$ cat config.mk
export PLATFORM = sky130hd
export DESIGN_NAME = lawmd_core
export DESIGN_NICKNAME = d
export VERILOG_FILES = /design/src/shared/lawmd_pkg.sv /design/src/rtl/lawmd_decode.sv /design/src/rtl/lawmd_core.sv
export SDC_FILE = /design/constraint.sdc
export NUM_CORES = 1
export LEC_CHECK = 0
export BUFFER_PORTS_ARGS = -buffer_cell sky130_fd_sc_hd__buf_2
export CAP_MARGIN = 0
export CORE_ASPECT_RATIO = 0.5
export CORE_MARGIN = 3
export CORE_UTILIZATION = 56
export DETAILED_ROUTE_END_ITERATION = 16
export GPL_ROUTABILITY_DRIVEN = 0
export PLACE_DENSITY = 0.87
export REMOVE_ABC_BUFFERS = 1
export SLEW_MARGIN = 20
export SYNTH_ARGS = -nofsm -noshare
export SYNTH_HDL_FRONTEND = slang
export SYNTH_HIERARCHICAL = 1
export SYNTH_SLANG_ARGS = --single-unit
$ cat constraint.sdc
create_clock -name clock -period 2.2 [get_ports clock]
set_input_delay 0.22 -clock clock [delete_from_list [all_inputs] [get_ports clock]]
set_output_delay 0.22 -clock clock [all_outputs]
set_load 0.005 [all_outputs]
$ cat src/shared/lawmd_pkg.sv
// constants and carrier types for the literal and accumulator move decoder
`default_nettype none
package lawmd_pkg;
   // opcode patterns on the upper instruction bits
   localparam logic [7:0] LAWMD_OP_BANK_LOAD = 8'h01;
   localparam logic [7:0] LAWMD_OP_ACC_LOAD  = 8'h0e;
   localparam logic [6:0] LAWMD_OP_ACC_STORE = 7'h37;
   // field positions in the 16-bit instruction word
   localparam int LAWMD_OPC8_MSB  = 15;
   localparam int LAWMD_OPC8_LSB  = 8;
   localparam int LAWMD_OPC7_LSB  = 9;
   localparam int LAWMD_BANK_BIT  = 8;
   // address limit for indexed literal offset mode
   localparam logic [7:0] LAWMD_INDEX_LIMIT = 8'h5f;
   // upper nibble mask for the bank register
   localparam logic [7:0] LAWMD_BANK_MASK = 8'h0f;
   // reset values
   localparam logic [7:0] LAWMD_BANK_RST = 8'h00;
   localparam logic [7:0] LAWMD_ACC_RST  = 8'h00;
   localparam logic [15:0] LAWMD_INSN_RST = 16'h0000;

   // phase of the four-phase instruction cycle
   typedef enum logic [1:0] {
      LAWMD_Q1 = 2'b00,
      LAWMD_Q2 = 2'b01,
      LAWMD_Q3 = 2'b10,
      LAWMD_Q4 = 2'b11
   } lawmd_phase_t;

   // decoded instruction class
   typedef enum logic [1:0] {
      LAWMD_CLS_NONE  = 2'b00,
      LAWMD_CLS_BANK  = 2'b01,
      LAWMD_CLS_ACCLD = 2'b10,
      LAWMD_CLS_STORE = 2'b11
   } lawmd_class_t;

   // addressing mode of a store
   typedef enum logic [1:0] {
      LAWMD_AM_ACCESS  = 2'b00,
      LAWMD_AM_BANKED  = 2'b01,
      LAWMD_AM_INDEXED = 2'b10
   } lawmd_amode_t;

   // file register write request
   typedef struct packed {
      logic         we;
      lawmd_amode_t mode;
      logic [7:0]   bank;
      logic [7:0]   addr;
      logic [7:0]   data;
   } lawmd_fwrite_t;
endpackage : lawmd_pkg
`default_nettype wire

$ cat src/rtl/lawmd_decode.sv
// combinational opcode classifier for the three move instructions
`default_nettype none
module lawmd_decode
   import lawmd_pkg::*;
(
   // instruction word
   input  wire logic [15:0] insn,
   // decoded class
   output var  lawmd_class_t cls
);
   // store pattern uses seven bits, the eighth is the bank-mode bit
   always_comb begin
      if (insn[LAWMD_OPC8_MSB:LAWMD_OPC8_LSB] == LAWMD_OP_BANK_LOAD) begin
         cls = LAWMD_CLS_BANK;
      end else if (insn[LAWMD_OPC8_MSB:LAWMD_OPC8_LSB] == LAWMD_OP_ACC_LOAD) begin
         cls = LAWMD_CLS_ACCLD;
      end else if (insn[LAWMD_OPC8_MSB:LAWMD_OPC7_LSB] == LAWMD_OP_ACC_STORE) begin
         cls = LAWMD_CLS_STORE;
      end else begin
         cls = LAWMD_CLS_NONE;
      end
   end
endmodule // lawmd_decode
`default_nettype wire

$ cat src/rtl/lawmd_core.sv
// execute logic for bank load, accumulator load and accumulator store
`default_nettype none
// Function
// - bank load puts literal in bank register
// - bank register upper nibble stays zero
// - one word, one cycle, phased Q1 to Q4
// - accumulator load writes literal in Q4
// - store copies accumulator to file register
// - bank bit selects access or banked
// - extended set, low address uses indexing
module lawmd_core
   import lawmd_pkg::*;
(
   // clock and reset
   input  wire logic          clock,
   input  wire logic          rst_b,
   // instruction fetch, sampled at phase four
   input  wire logic [15:0]   insn_word,
   input  wire logic          ext_set_en,
   // architectural registers
   output logic [7:0]         bank_select_register,
   output logic [7:0]         accumulator,
   // file register write port
   output var lawmd_fwrite_t  fwrite,
   // phase indicator
   output var lawmd_phase_t   phase
);
   // complete module state
   typedef struct packed {
      lawmd_phase_t  phase;
      logic [15:0]   insn;
      lawmd_class_t  cls;
      logic [7:0]    lit;
      logic [7:0]    result;
      logic [7:0]    bank;
      logic [7:0]    acc;
      lawmd_fwrite_t fw;
   } lawmd_state_t;

   lawmd_state_t state_reg;
   lawmd_state_t state_next;
   lawmd_class_t dec_cls;

   // decoder looks at the latched word so the class is stable all cycle
   lawmd_decode u_decode (
      .insn (state_reg.insn),
      .cls  (dec_cls)
   );

   // next-state logic
   always_comb begin
      state_next = state_reg;
      state_next.fw.we = 1'b0;
      case (state_reg.phase)
         LAWMD_Q1: begin
            state_next.cls   = dec_cls;
            state_next.phase = LAWMD_Q2;
         end
         LAWMD_Q2: begin
            state_next.lit   = state_reg.insn[7:0];
            state_next.phase = LAWMD_Q3;
         end
         LAWMD_Q3: begin
            if (state_reg.cls == LAWMD_CLS_BANK) begin
               state_next.result = state_reg.lit & LAWMD_BANK_MASK;
            end else if (state_reg.cls == LAWMD_CLS_STORE) begin
               state_next.result = state_reg.acc;
            end else begin
               state_next.result = state_reg.lit;
            end
            state_next.phase = LAWMD_Q4;
         end
         LAWMD_Q4: begin
            // only destination updated, no flags exist here
            case (state_reg.cls)
               LAWMD_CLS_BANK: state_next.bank = state_reg.result;
               LAWMD_CLS_ACCLD: state_next.acc = state_reg.result;
               LAWMD_CLS_STORE: begin
                  state_next.fw.we   = 1'b1;
                  state_next.fw.data = state_reg.result;
                  state_next.fw.addr = state_reg.lit;
                  state_next.fw.bank = state_reg.bank;
                  if (state_reg.insn[LAWMD_BANK_BIT]) begin
                     state_next.fw.mode = LAWMD_AM_BANKED;
                  end else if (ext_set_en && (state_reg.lit <= LAWMD_INDEX_LIMIT)) begin
                     state_next.fw.mode = LAWMD_AM_INDEXED;
                  end else begin
                     state_next.fw.mode = LAWMD_AM_ACCESS;
                  end
               end
               default: state_next.bank = state_reg.bank;
            endcase
            // fetch next word here so it is ready for the next decode
            state_next.insn  = insn_word;
            state_next.phase = LAWMD_Q1;
         end
         default: state_next.phase = LAWMD_Q1;
      endcase
   end

   // state register; the first word is fetched on the first Q4
   always_ff @(posedge clock or negedge rst_b) begin
      if (!rst_b) begin
         state_reg <= '{phase: LAWMD_Q4, insn: LAWMD_INSN_RST, cls: LAWMD_CLS_NONE,
                        lit: 8'h00, result: 8'h00, bank: LAWMD_BANK_RST,
                        acc: LAWMD_ACC_RST,
                        fw: '{we: 1'b0, mode: LAWMD_AM_ACCESS, bank: 8'h00,
                              addr: 8'h00, data: 8'h00}};
      end else begin
         state_reg <= state_next;
      end
   end

   // outputs come straight from state flip-flops
   assign bank_select_register = state_reg.bank;
   assign accumulator          = state_reg.acc;
   assign fwrite               = state_reg.fw;
   assign phase                = state_reg.phase;
endmodule // lawmd_core
`default_nettype wire

==> results of run 1 <==
-- metal layers --
metal | global-route usage (%) | routed length (µm) | part of all wire (%) | vias up
met5 | 0 | 0 | 0 | -
met4 | 9.81 | 194 | 3.0 | 0
met1 | 22.1 | 2760 | 42 | 997
li1 | - | - | - | 893
met3 | 7.23 | 389 | 5.9 | 22
met2 | 32.0 | 3200 | 49 | 56
-- area by class of cell --
| cell class | instances | share of cell area, % |
|---|---|---|
| flip-flops and latches | 79 | 49.9 |
| well taps | 84 | 2.65 |
| clock buffers | 11 | 6.12 |
| repair buffers | 66 | 8.96 |
| multi-input cells | 121 | 30.0 |
| inverters | 3 | 0.284 |
| clock inverters | 5 | 2.05 |
-- cell families after synthesis --
logic type | count (synthesis)
AO/OA/AOI/OAI | 11
adder cells (fa/ha/maj) | 5
multiplexers | 67
flip-flops | 79
AND/OR/NAND/NOR | 38
buffers and inverters | 58
-- Yosys cell counts, drive strengths merged --
cell	count	area, µm²
buf	51	392
nand3	6	42.5
and2	1	6.26
nand2	6	22.5
or2	1	6.26
o211ai	4	30.0
dfrtp	77	1930
nor2	6	22.5
nor4bb	1	10.0
a21oi	1	5.00
nor4b	1	8.76
nand4	5	31.3
clkbuf	4	15.0
ha	5	62.6
mux2	67	822
inv	3	11.3
nand3b	2	22.5
a31oi	4	25.0
o21ai	1	5.00
nand2b	8	50.1
dfstp	2	52.6
a32o	1	10.0
or3	1	6.26
-- worst max-delay path by stage --
stage | startpoint | cells past startpoint | slack [ns] | end
floorplan | phase[0]$_DFF_PN1_ | 3 | 0.08 | fwrite[10]$_DFFE_PN0P_
detailed placement | phase[1]$_DFF_PN1_ | 3 | 0.31 | fwrite[16]$_DFFE_PN0P_
CTS | phase[0]$_DFF_PN1_ | 3 | 0.29 | fwrite[16]$_DFFE_PN0P_
global route | phase[0]$_DFF_PN1_ | 3 | 0.20 | fwrite[12]$_DFFE_PN0P_
global placement | phase[0]$_DFF_PN1_ | 3 | 0.37 | fwrite[21]$_DFFE_PN0P_
finish | phase[0]$_DFF_PN1_ | 3 | 0.29 | fwrite[16]$_DFFE_PN0P_
-- power breakdown --
| part | internal [W] | switching, W |
|---|---|---|
| clock | 0.00102 | 0.000558 |
| sequential | 0.00150 | 0.0000406 |
| combinational | 0.0000609 | 0.0000581 |
| total | 0.00258 | 0.000656 |
-- stage by stage --
stage / std cells / area (µm²) / setup WS, ns
global route: 369 / 3960 / 0.201
finish: 369 / 3960 / 0.295
floorplan: 203 / 3180 / 0.0831
global placement: 352 / 3630 / 0.374
detailed placement: 352 / 3630 / 0.308
CTS: 369 / 3960 / 0.295
-- critical path: cells and delay by family, from the launching register on --
family                     cells  cell delay, ns
adders and majority gates      1            0.33
DFF                            1            0.55
muxes                          1            0.46
and+or+nand+nor                1            0.44
-- what timing repair did --
action                                 in CTS  in global routing
endpoints found under the hold margin      40                  0
setup endpoints to repair                   0                  0
hold buffers                                1                  0
buffers inserted                            0                  0
==> summary.txt, run 1 <==
Setup path
  – WP data arrival: 2.12 ns
  – R2R cell count: 3
  – Crit start category: flip-flop
  – Worst reg2reg startpoint: phase[0]$_DFF_PN1_
  – Worst path max stage delay: 0.55 ns
  – Worst setup EP type: flip-flop
  – Crit-path max FO: 27
  – R2r endpoint: fwrite[16]$_DFFE_PN0P_
  – CP required: 2.42 ns
  – Worst R2R Setup Slack: 0.29 ns
  – Crit path cell chain: ha_1 -> nand3_4 -> mux2_4
  – CP max stage cell: dfstp_2
  – Critical path class: reg -> reg

Final layout
  – Layout cells sized above 1: 53.7%
  – Area growth, synth to finish: 10.5%
  – Multi-input logic area: 1190 µm²
  – Commonest non-fill, non-tap cell in the layout: dfrtp_1
  – NumNets Final: 304
  – Largest register FFs: 34
  – Most frequent cells in the layout: dfrtp_1, buf_2, mux2_2
  – Reg area: 1980 µm²
  – Fin util: 68.1%
  – # diodes: 0
  – Fillers: 382

Floorplan
  – Die Y: 62.6 µm
  – # IOs: 64
  – Core box area: 5820 µm²
  – Die area: 7460 µm²
  – Die Width: 119 µm
  – Rows: 19
  – Starting density of the core: 61.6%

CTS
  – CTS tree: yes
  – Clock transition at path regs: 0.06 ns
  – CTS H-tree depth: 3
  – Clk_lat worst skew: 0.33 ns
  – Clock sinks: 79
  – Resize count post-CTS: 0
  – Clk buf depth: 2
  – CTS buffer count: 9
  – Root buf cell: clkbuf_16

Synth
  – Largest family of logic cells by synthesized area: multiplexers
  – Sequential share of the synthesized area: 55.2%
  – Area share of fa/ha/maj cells after synthesis: 1.74%
  – Synth Area in Compound Gates: 2.09%
  – Post-synthesis simple-gate area fraction: 6.39%
  – Gate Count Post-Synth: 258
  – Mapped Avg Cell Area: 13.9 µm²
  – #FFs+latches synth: 79
  – Xor and xnor area share after synthesis: 0%
  – Mapped cell area: 3590 µm²
  – Netlist cell types: 27
  – YS warnings: 6
  – Multiplexer share of the synthesized area: 22.9%

Timing
  – Slew margin rel.: 54.2%
  – Max-slew violations: 0
  – Setup TNS: 0 ns
  – Period utilization: 86.6%
  – Final min period: 1.91 ns
  – Worst slew pin tran: 0.687 ns
  – Highest attainable clock frequency: 525 MHz
  – Clock Skew: 0.00724 ns
  – RSZ-0062 raised after global routing: false
  – Final Hold Fails: 0
  – Final hold slack: 0.121 ns
  – Setup-failing EPs final: 0

Drt
  – Vias: 1968
  – Post-DR wirelength/cell: 17.7 µm
  – Drt total wl: 6.54 mm
  – Vias per cell: 5.33
  – DRC viols: 0
  – ANT nets after route: 0
  – Initial DRC count: 124
  – First drt pass iteration count: 5

Worst hold path
  – Worst Hold Depth: 2
  – WHS Endpoint: state_reg[70]$_DFFE_PN0P_
  – Hold Crit Start: insn_word[9]
  – Class of the worst hold path: in -> reg

Power
  – Power, Total: 0.00324 W
  – Peak VDD IR: 0.000386 V
  – P per Cell Area: 817 nW/µm²
  – Leakage: 2.07 nW

GRT
  – Vias in the first global route: 2230
  – Antenna violations before repair: 0
  – Grt total ovfl: 0
  – Largest net degree at the start of global routing: 44
  – First-pass GRT wire length: 11.2 mm
  – Total GRT Usage: 19.3%

Placement
  – HPWL Detailed: 4.30 mm
  – Port buffer count: 63

Job
  – Max-cap violation count: 0

Status
  – Status: finished, final reports clean
No activity file was read; power rests on OpenSTA's default activity.
==> inputs of run 2 (changes only) <==
Settings changed: GPL_TIMING_DRIVEN from default to 0.
==> summary.txt, run 2 (same netlist as run 1, synthesis figures left out) <==
Placement
  – Placed inst area: 3620 µm² (-0.21%)
  – Dpl cells: 351 (-0.28%)
  – HPWL Detailed: 4.25 mm (-1.2%)
  – Port buffer count: 63 (unchanged)

Timing
  – Max-slew violations: 0 (unchanged)
  – Final Hold Fails: 0 (unchanged)
  – Highest attainable clock frequency: 524 MHz (-0.21%)
  – Slew margin rel.: 54.0% (-0.22 points)
  – Worst slew pin tran: 0.690 ns (+0.00336 ns)
  – RSZ-0062 raised after global routing: false
  – Setup-failing EPs final: 0 (unchanged)
  – Period utilization: 86.8% (+0.18 points)
  – Final min period: 1.91 ns (+0.00394 ns)
  – Clock Skew: 0.00438 ns (-0.00286 ns)

GRT
  – Grt total ovfl: 0 (unchanged)
  – Largest net degree at the start of global routing: 46 (+4.5%)
  – Antenna violations before repair: 0 (unchanged)
  – Top Usage Layer GRT: met2
  – Total GRT Usage: 18.5% (-0.84 points)
  – Routing usage on met3: 5.33% (-1.9 points)
  – First-pass GRT wire length: 10.9 mm (-2.2%)
  – Met1 Use GR: 22.7% (+0.55 points)
  – GRT met2 Usage: 31.2% (-0.77 points)
  – Vias in the first global route: 2194 (-1.6%)

Worst hold path
  – Class of the worst hold path: in -> reg

Drt
  – First drt pass iteration count: 4 (-1)
  – Vias per cell: 5.31 (-0.46%)
  – DRC viols: 0 (unchanged)
  – ANT nets after route: 0 (unchanged)
  – Initial DRC count: 147 (+19%)
  – Drt total wl: 6.44 mm (-1.6%)
  – Vias: 1959 (-0.46%)
  – Post-DR wirelength/cell: 17.4 µm (-1.6%)

Floorplan
  – Die Width: 119 µm (unchanged)
  – Die area: 7460 µm² (unchanged)
  – Starting density of the core: 61.6% (unchanged)
  – # IOs: 64 (unchanged)
  – Rows: 19 (unchanged)
  – Core box area: 5820 µm² (unchanged)
  – Die Y: 62.6 µm (unchanged)

Final layout
  – Commonest non-fill, non-tap cell in the layout: dfrtp_1
  – Multi-input logic area: 1210 µm² (+1.9%)
  – Largest register FFs: 34 (unchanged)
  – Reg area: 1980 µm² (unchanged)
  – NumNets Final: 304 (unchanged)
  – Fin cells: 369 (unchanged)
  – Layout cells sized above 1: 53.7% (unchanged)
  – # diodes: 0 (unchanged)
  – Most frequent cells in the layout: dfrtp_1, buf_2, mux2_2
  – Fillers: 403 (+5.5%)
  – Design area: 3930 µm² (-0.79%)
  – Area growth, synth to finish: 9.66%

Setup path
  – Crit path cell chain: ha_4 -> nand3_2 -> mux2_4
  – CP required: 2.41 ns (about the same)
  – Worst R2R Setup Slack: 0.29 ns (about the same)
  – Top delay family on crit path: flip-flops
  – CP max stage cell: dfstp_2
  – Critical path class: reg -> reg
  – WP data arrival: 2.12 ns (about the same)
  – Crit start category: flip-flop
  – Worst setup EP type: flip-flop
  – Crit-path max FO: 21 (-22%)
  – Worst path buffer plus inverter count: 0 (unchanged)
  – Worst path max stage delay: 0.58 ns (+0.03 ns)

CTS
  – CTS H-tree depth: 3 (unchanged)
  – CTS buffer count: 9 (unchanged)
  – Clk_lat worst skew: 0.32 ns (about the same)
  – Clock transition at path regs: 0.06 ns (about the same)
  – CTS tree: yes
  – Clk buf depth: 2 (unchanged)
  – Root buf cell: clkbuf_16
  – Clock sinks: 79 (unchanged)

Job
  – Max-cap violation count: 0 (unchanged)

Power
  – Peak VDD IR: 0.000433 V (+12%)
  – Leakage: 2.04 nW (-1.2%)
  – P per Cell Area: 766 nW/µm² (-6.4%)

Status
  – Status: finished, final reports clean
## run 2: cell count changes in the layout (fill, tap and decap cells not counted), sizes merged
| cell | change |
|---|---|
| bufinv | -2 |
| nand3 | +1 |
| buf | -1 |
| clkbuf | +2 |
## run 2: metrics by stage
stage / hold slack (ns) / utilization, % / worst slack (ns) / setup TNS, ns / total power, W
3_5_place_dp: 0.248 / 62.2 / -0.350 / -9.57 / 0.00168
2_1_floorplan: -0.0756 / - / 0.0831 / 0 / 0.00160
5_1_grt: 0.125 / 67.5 / 0.199 / 0 / 0.00313
6_report: 0.126 / 67.5 / 0.291 / 0 / 0.00301
3_3_place_gp: 0.452 / 61.8 / -0.311 / -8.59 / 0.00167
4_1_cts: 0.121 / 67.2 / 0.00100 / 0 / 0.00304
## run 2: final cells by class
| type | count | share of cell area, % |
|---|---|---|
| clock buffers | 13 | 6.62 |
| flip-flops and latches | 79 | 50.3 |
| inverters | 3 | 0.286 |
| clock inverters | 3 | 0.445 |
| repair buffers | 65 | 8.85 |
| multi-input cells | 122 | 30.8 |
| well taps | 84 | 2.67 |
## run 2: worst reg2reg max path, cell delays in order, from the launching register on
cell	delay, ns
dfstp_2	0.58
ha_4	0.35
nand3_2	0.42
mux2_4	0.44
## run 2: path summary, 6_finish.rpt
kind                                           start  depth (start not counted)                         to
setup / recovery                  phase[0]$_DFF_PN1_                          3     fwrite[11]$_DFFE_PN0P_
hold / removal                          insn_word[7]                          2  state_reg[68]$_DFFE_PN0P_
setup reg to reg                  phase[0]$_DFF_PN1_                          3     fwrite[11]$_DFFE_PN0P_
hold reg to reg            state_reg[61]$_DFFE_PN0P_                          1  state_reg[51]$_DFFE_PN0N_
max in group asynchronous                      rst_b                          3      fwrite[2]$_DFFE_PN0P_
min in group asynchronous                      rst_b                          2  state_reg[74]$_DFFE_PN0P_
## run 2: routing by layer
layer	up-vias	wire, µm
met2	53	3240
met4	0	99
met3	12	333
met1	1004	2760
met5	-	0
li1	890	-
## run 2: repair_timing
| action | in CTS | in global routing |
|---|---|---|
| setup buffers | 0 | 0 |
| hold buffers | 1 | 0 |
| gates resized for setup | 1 | 1 |
| gates cloned | 0 | 1 |
| pin swaps | 0 | 0 |
| endpoints found under the hold margin | 42 | 0 |
| endpoints found under the setup margin | 43 | 26 |
## run 2: report_power, final
group          switching [W]  total [W]  internal (W)
Sequential         0.0000411    0.00154       0.00150
Combinational      0.0000557   0.000117     0.0000609
Clock               0.000532    0.00135      0.000822
Total               0.000628    0.00301       0.00238
==> inputs of run 3 (changes only) <==
Settings changed: SETUP_SLACK_MARGIN from default to 0.3.
==> summary.txt, run 3 (same netlist as run 1, synthesis figures left out) <==
Setup path
  – Critical path class: reg -> reg
  – Crit-path max FO: 21 (unchanged)
  – CP required: 2.43 ns (+0.02 ns)
  – Worst setup EP type: flip-flop
  – WP data arrival: 1.98 ns (-0.14 ns)
  – CP max stage cell: ha_1
  – Crit path cell chain: ha_1 -> nand4_1 -> o211ai_1
  – Crit start category: flip-flop
  – Worst path max stage delay: 0.64 ns (+0.06 ns)

CTS
  – CTS H-tree depth: 3 (unchanged)
  – Clk buf depth: 2 (unchanged)
  – CTS tree: yes
  – CTS buffer count: 9 (unchanged)
  – Clock transition at path regs: 0.06 ns (about the same)
  – Clock sinks: 79 (unchanged)
  – Clk_lat worst skew: 0.32 ns (about the same)
  – Root buf cell: clkbuf_16

Timing
  – Final hold slack: 0.126 ns (+0.000598 ns)
  – RSZ-0062 raised after global routing: false
  – Clock Skew: 0.00279 ns (-0.00159 ns)
  – Worst slew pin tran: 0.723 ns (+0.0331 ns)
  – Slew margin rel.: 51.8% (-2.2 points)
  – Setup-failing EPs final: 0 (unchanged)
  – Final min period: 1.75 ns (-0.163 ns)
  – Highest attainable clock frequency: 573 MHz (+9.3%)
  – Max-slew violations: 0 (unchanged)
  – Period utilization: 79.4% (-7.4 points)
  – Final Hold Fails: 0 (unchanged)

Floorplan
  – Die area: 7460 µm² (unchanged)
  – Rows: 19 (unchanged)
  – Die Y: 62.6 µm (unchanged)
  – Core box area: 5820 µm² (unchanged)
  – Die Width: 119 µm (unchanged)
  – Starting density of the core: 61.6% (unchanged)
  – # IOs: 64 (unchanged)

Power
  – Peak VDD IR: 0.000435 V (+0.48%)
  – P per Cell Area: 760 nW/µm² (-0.68%)
  – Cell internal pwr: 0.00238 W (about the same)
  – Leakage: 2.05 nW (+0.53%)
  – Net Switching: 0.000629 W (about the same)
  – Gate power share: 3.9% (about the same)
  – Part of the power in registers: 51.2% (about the same)
  – Sw Share: 20.9% (about the same)
  – Clock Power Share: 44.9% (about the same)

Worst hold path
  – Class of the worst hold path: in -> reg

Placement
  – Port buffer count: 63 (unchanged)
  – Dpl cells: 351 (unchanged)
  – HPWL Detailed: 4.25 mm (unchanged)

Job
  – Max-cap violation count: 0 (unchanged)

GRT
  – Total GRT Usage: 18.8% (+0.38 points)
  – Largest net degree at the start of global routing: 46 (unchanged)
  – Vias in the first global route: 2204 (+0.46%)
  – Antenna violations before repair: 0 (unchanged)
  – First-pass GRT wire length: 11.1 mm (+1.6%)
  – Grt total ovfl: 0 (unchanged)

Final layout
  – Fin cells: 370 (+0.27%)
  – Most frequent cells in the layout: dfrtp_1, buf_2, mux2_2
  – Area growth, synth to finish: 10.4%
  – Largest register FFs: 34 (unchanged)
  – Layout cells sized above 1: 53.8% (+0.16 points)
  – NumNets Final: 305 (+0.33%)
  – Commonest non-fill, non-tap cell in the layout: dfrtp_1
  – # diodes: 0 (unchanged)

Drt
  – Vias per cell: 5.35 (+0.70%)
  – Drt total wl: 6.74 mm (+4.6%)
  – Post-DR wirelength/cell: 18.2 µm (+4.3%)
  – Initial DRC count: 133 (-9.5%)
  – DRC viols: 0 (unchanged)
  – First drt pass iteration count: 4 (unchanged)
  – Vias: 1978 (+0.97%)
  – ANT nets after route: 0 (unchanged)

Status
  – Status: finished, final reports clean
## run 3: final timing paths
check / start / endpoint / slack [ns] / cells after the start
setup / recovery: phase[1]$_DFF_PN1_ / state_reg[44]$_DFFE_PN0P_ / 0.45 / 3
hold / removal: insn_word[7] / state_reg[68]$_DFFE_PN0P_ / 0.13 / 2
setup reg to reg: phase[1]$_DFF_PN1_ / state_reg[44]$_DFFE_PN0P_ / 0.45 / 3
hold reg to reg: state_reg[61]$_DFFE_PN0P_ / state_reg[51]$_DFFE_PN0N_ / 0.50 / 1
max in group asynchronous: rst_b / fwrite[2]$_DFFE_PN0P_ / 1.18 / 3
min in group asynchronous: rst_b / state_reg[74]$_DFFE_PN0P_ / 0.44 / 2
## run 3: worst max-delay path, delay by kind of cell (launching register included)
kind / cells / cell delay [ns]
AOI/OAI and AO/OA: 1 / 0.19
DFF: 1 / 0.58
adders and majority gates: 1 / 0.64
and+or+nand+nor: 1 / 0.24
## run 3: what timing repair did
action	4_1_cts	5_1_grt
hold buffers	1	0
cloned	1	0
hold endpoints to repair	42	0
buffers inserted	0	1
endpoints found under the setup margin	59	14
gates resized for setup	3	0
## run 3: stage by stage
step | setup WS [ns] | power [W] | TNS [ns] | cell area [µm²] | utilization (%)
global placement | -0.311 | 0.00167 | -8.59 | 3600 | 61.8
CTS | 0.368 | 0.00304 | 0 | 3940 | 67.6
floorplan | 0.0831 | 0.00160 | 0 | 3180 | -
global route | 0.368 | 0.00313 | 0 | 3960 | 68.0
detailed placement | -0.350 | 0.00168 | -9.57 | 3620 | 62.2
finish | 0.453 | 0.00301 | 0 | 3960 | 68.0
## run 3: layout make-up
| type | count | area (µm²) |
|---|---|---|
| fillers | 397 | 1860 |
| well taps | 84 | 105 |
| clock inverters | 3 | 17.5 |
| multi-input cells | 122 | 1220 |
| inverters | 3 | 11.3 |
| flip-flops and latches | 79 | 1980 |
| clock buffers | 13 | 260 |
| repair buffers | 66 | 368 |
## run 3: power groups by stage
stage,Combinational (W),Clock [W],Sequential (W)
finish,0.000118,0.00135,0.00154
global placement,0.000106,0,0.00156
global route,0.000133,0.00145,0.00155
floorplan,0.0000457,0,0.00155
detailed placement,0.000117,0,0.00157
CTS,0.000120,0.00138,0.00154
## run 3: layer usage
metal / routed length (µm) / track usage (%) / vias up
met5: 0 / 0 / -
met4: 79 / 6.35 / 0
met3: 332 / 5.33 / 8
met2: 3410 / 31.5 / 61
met1: 2920 / 23.8 / 1019
li1: - / - / 890
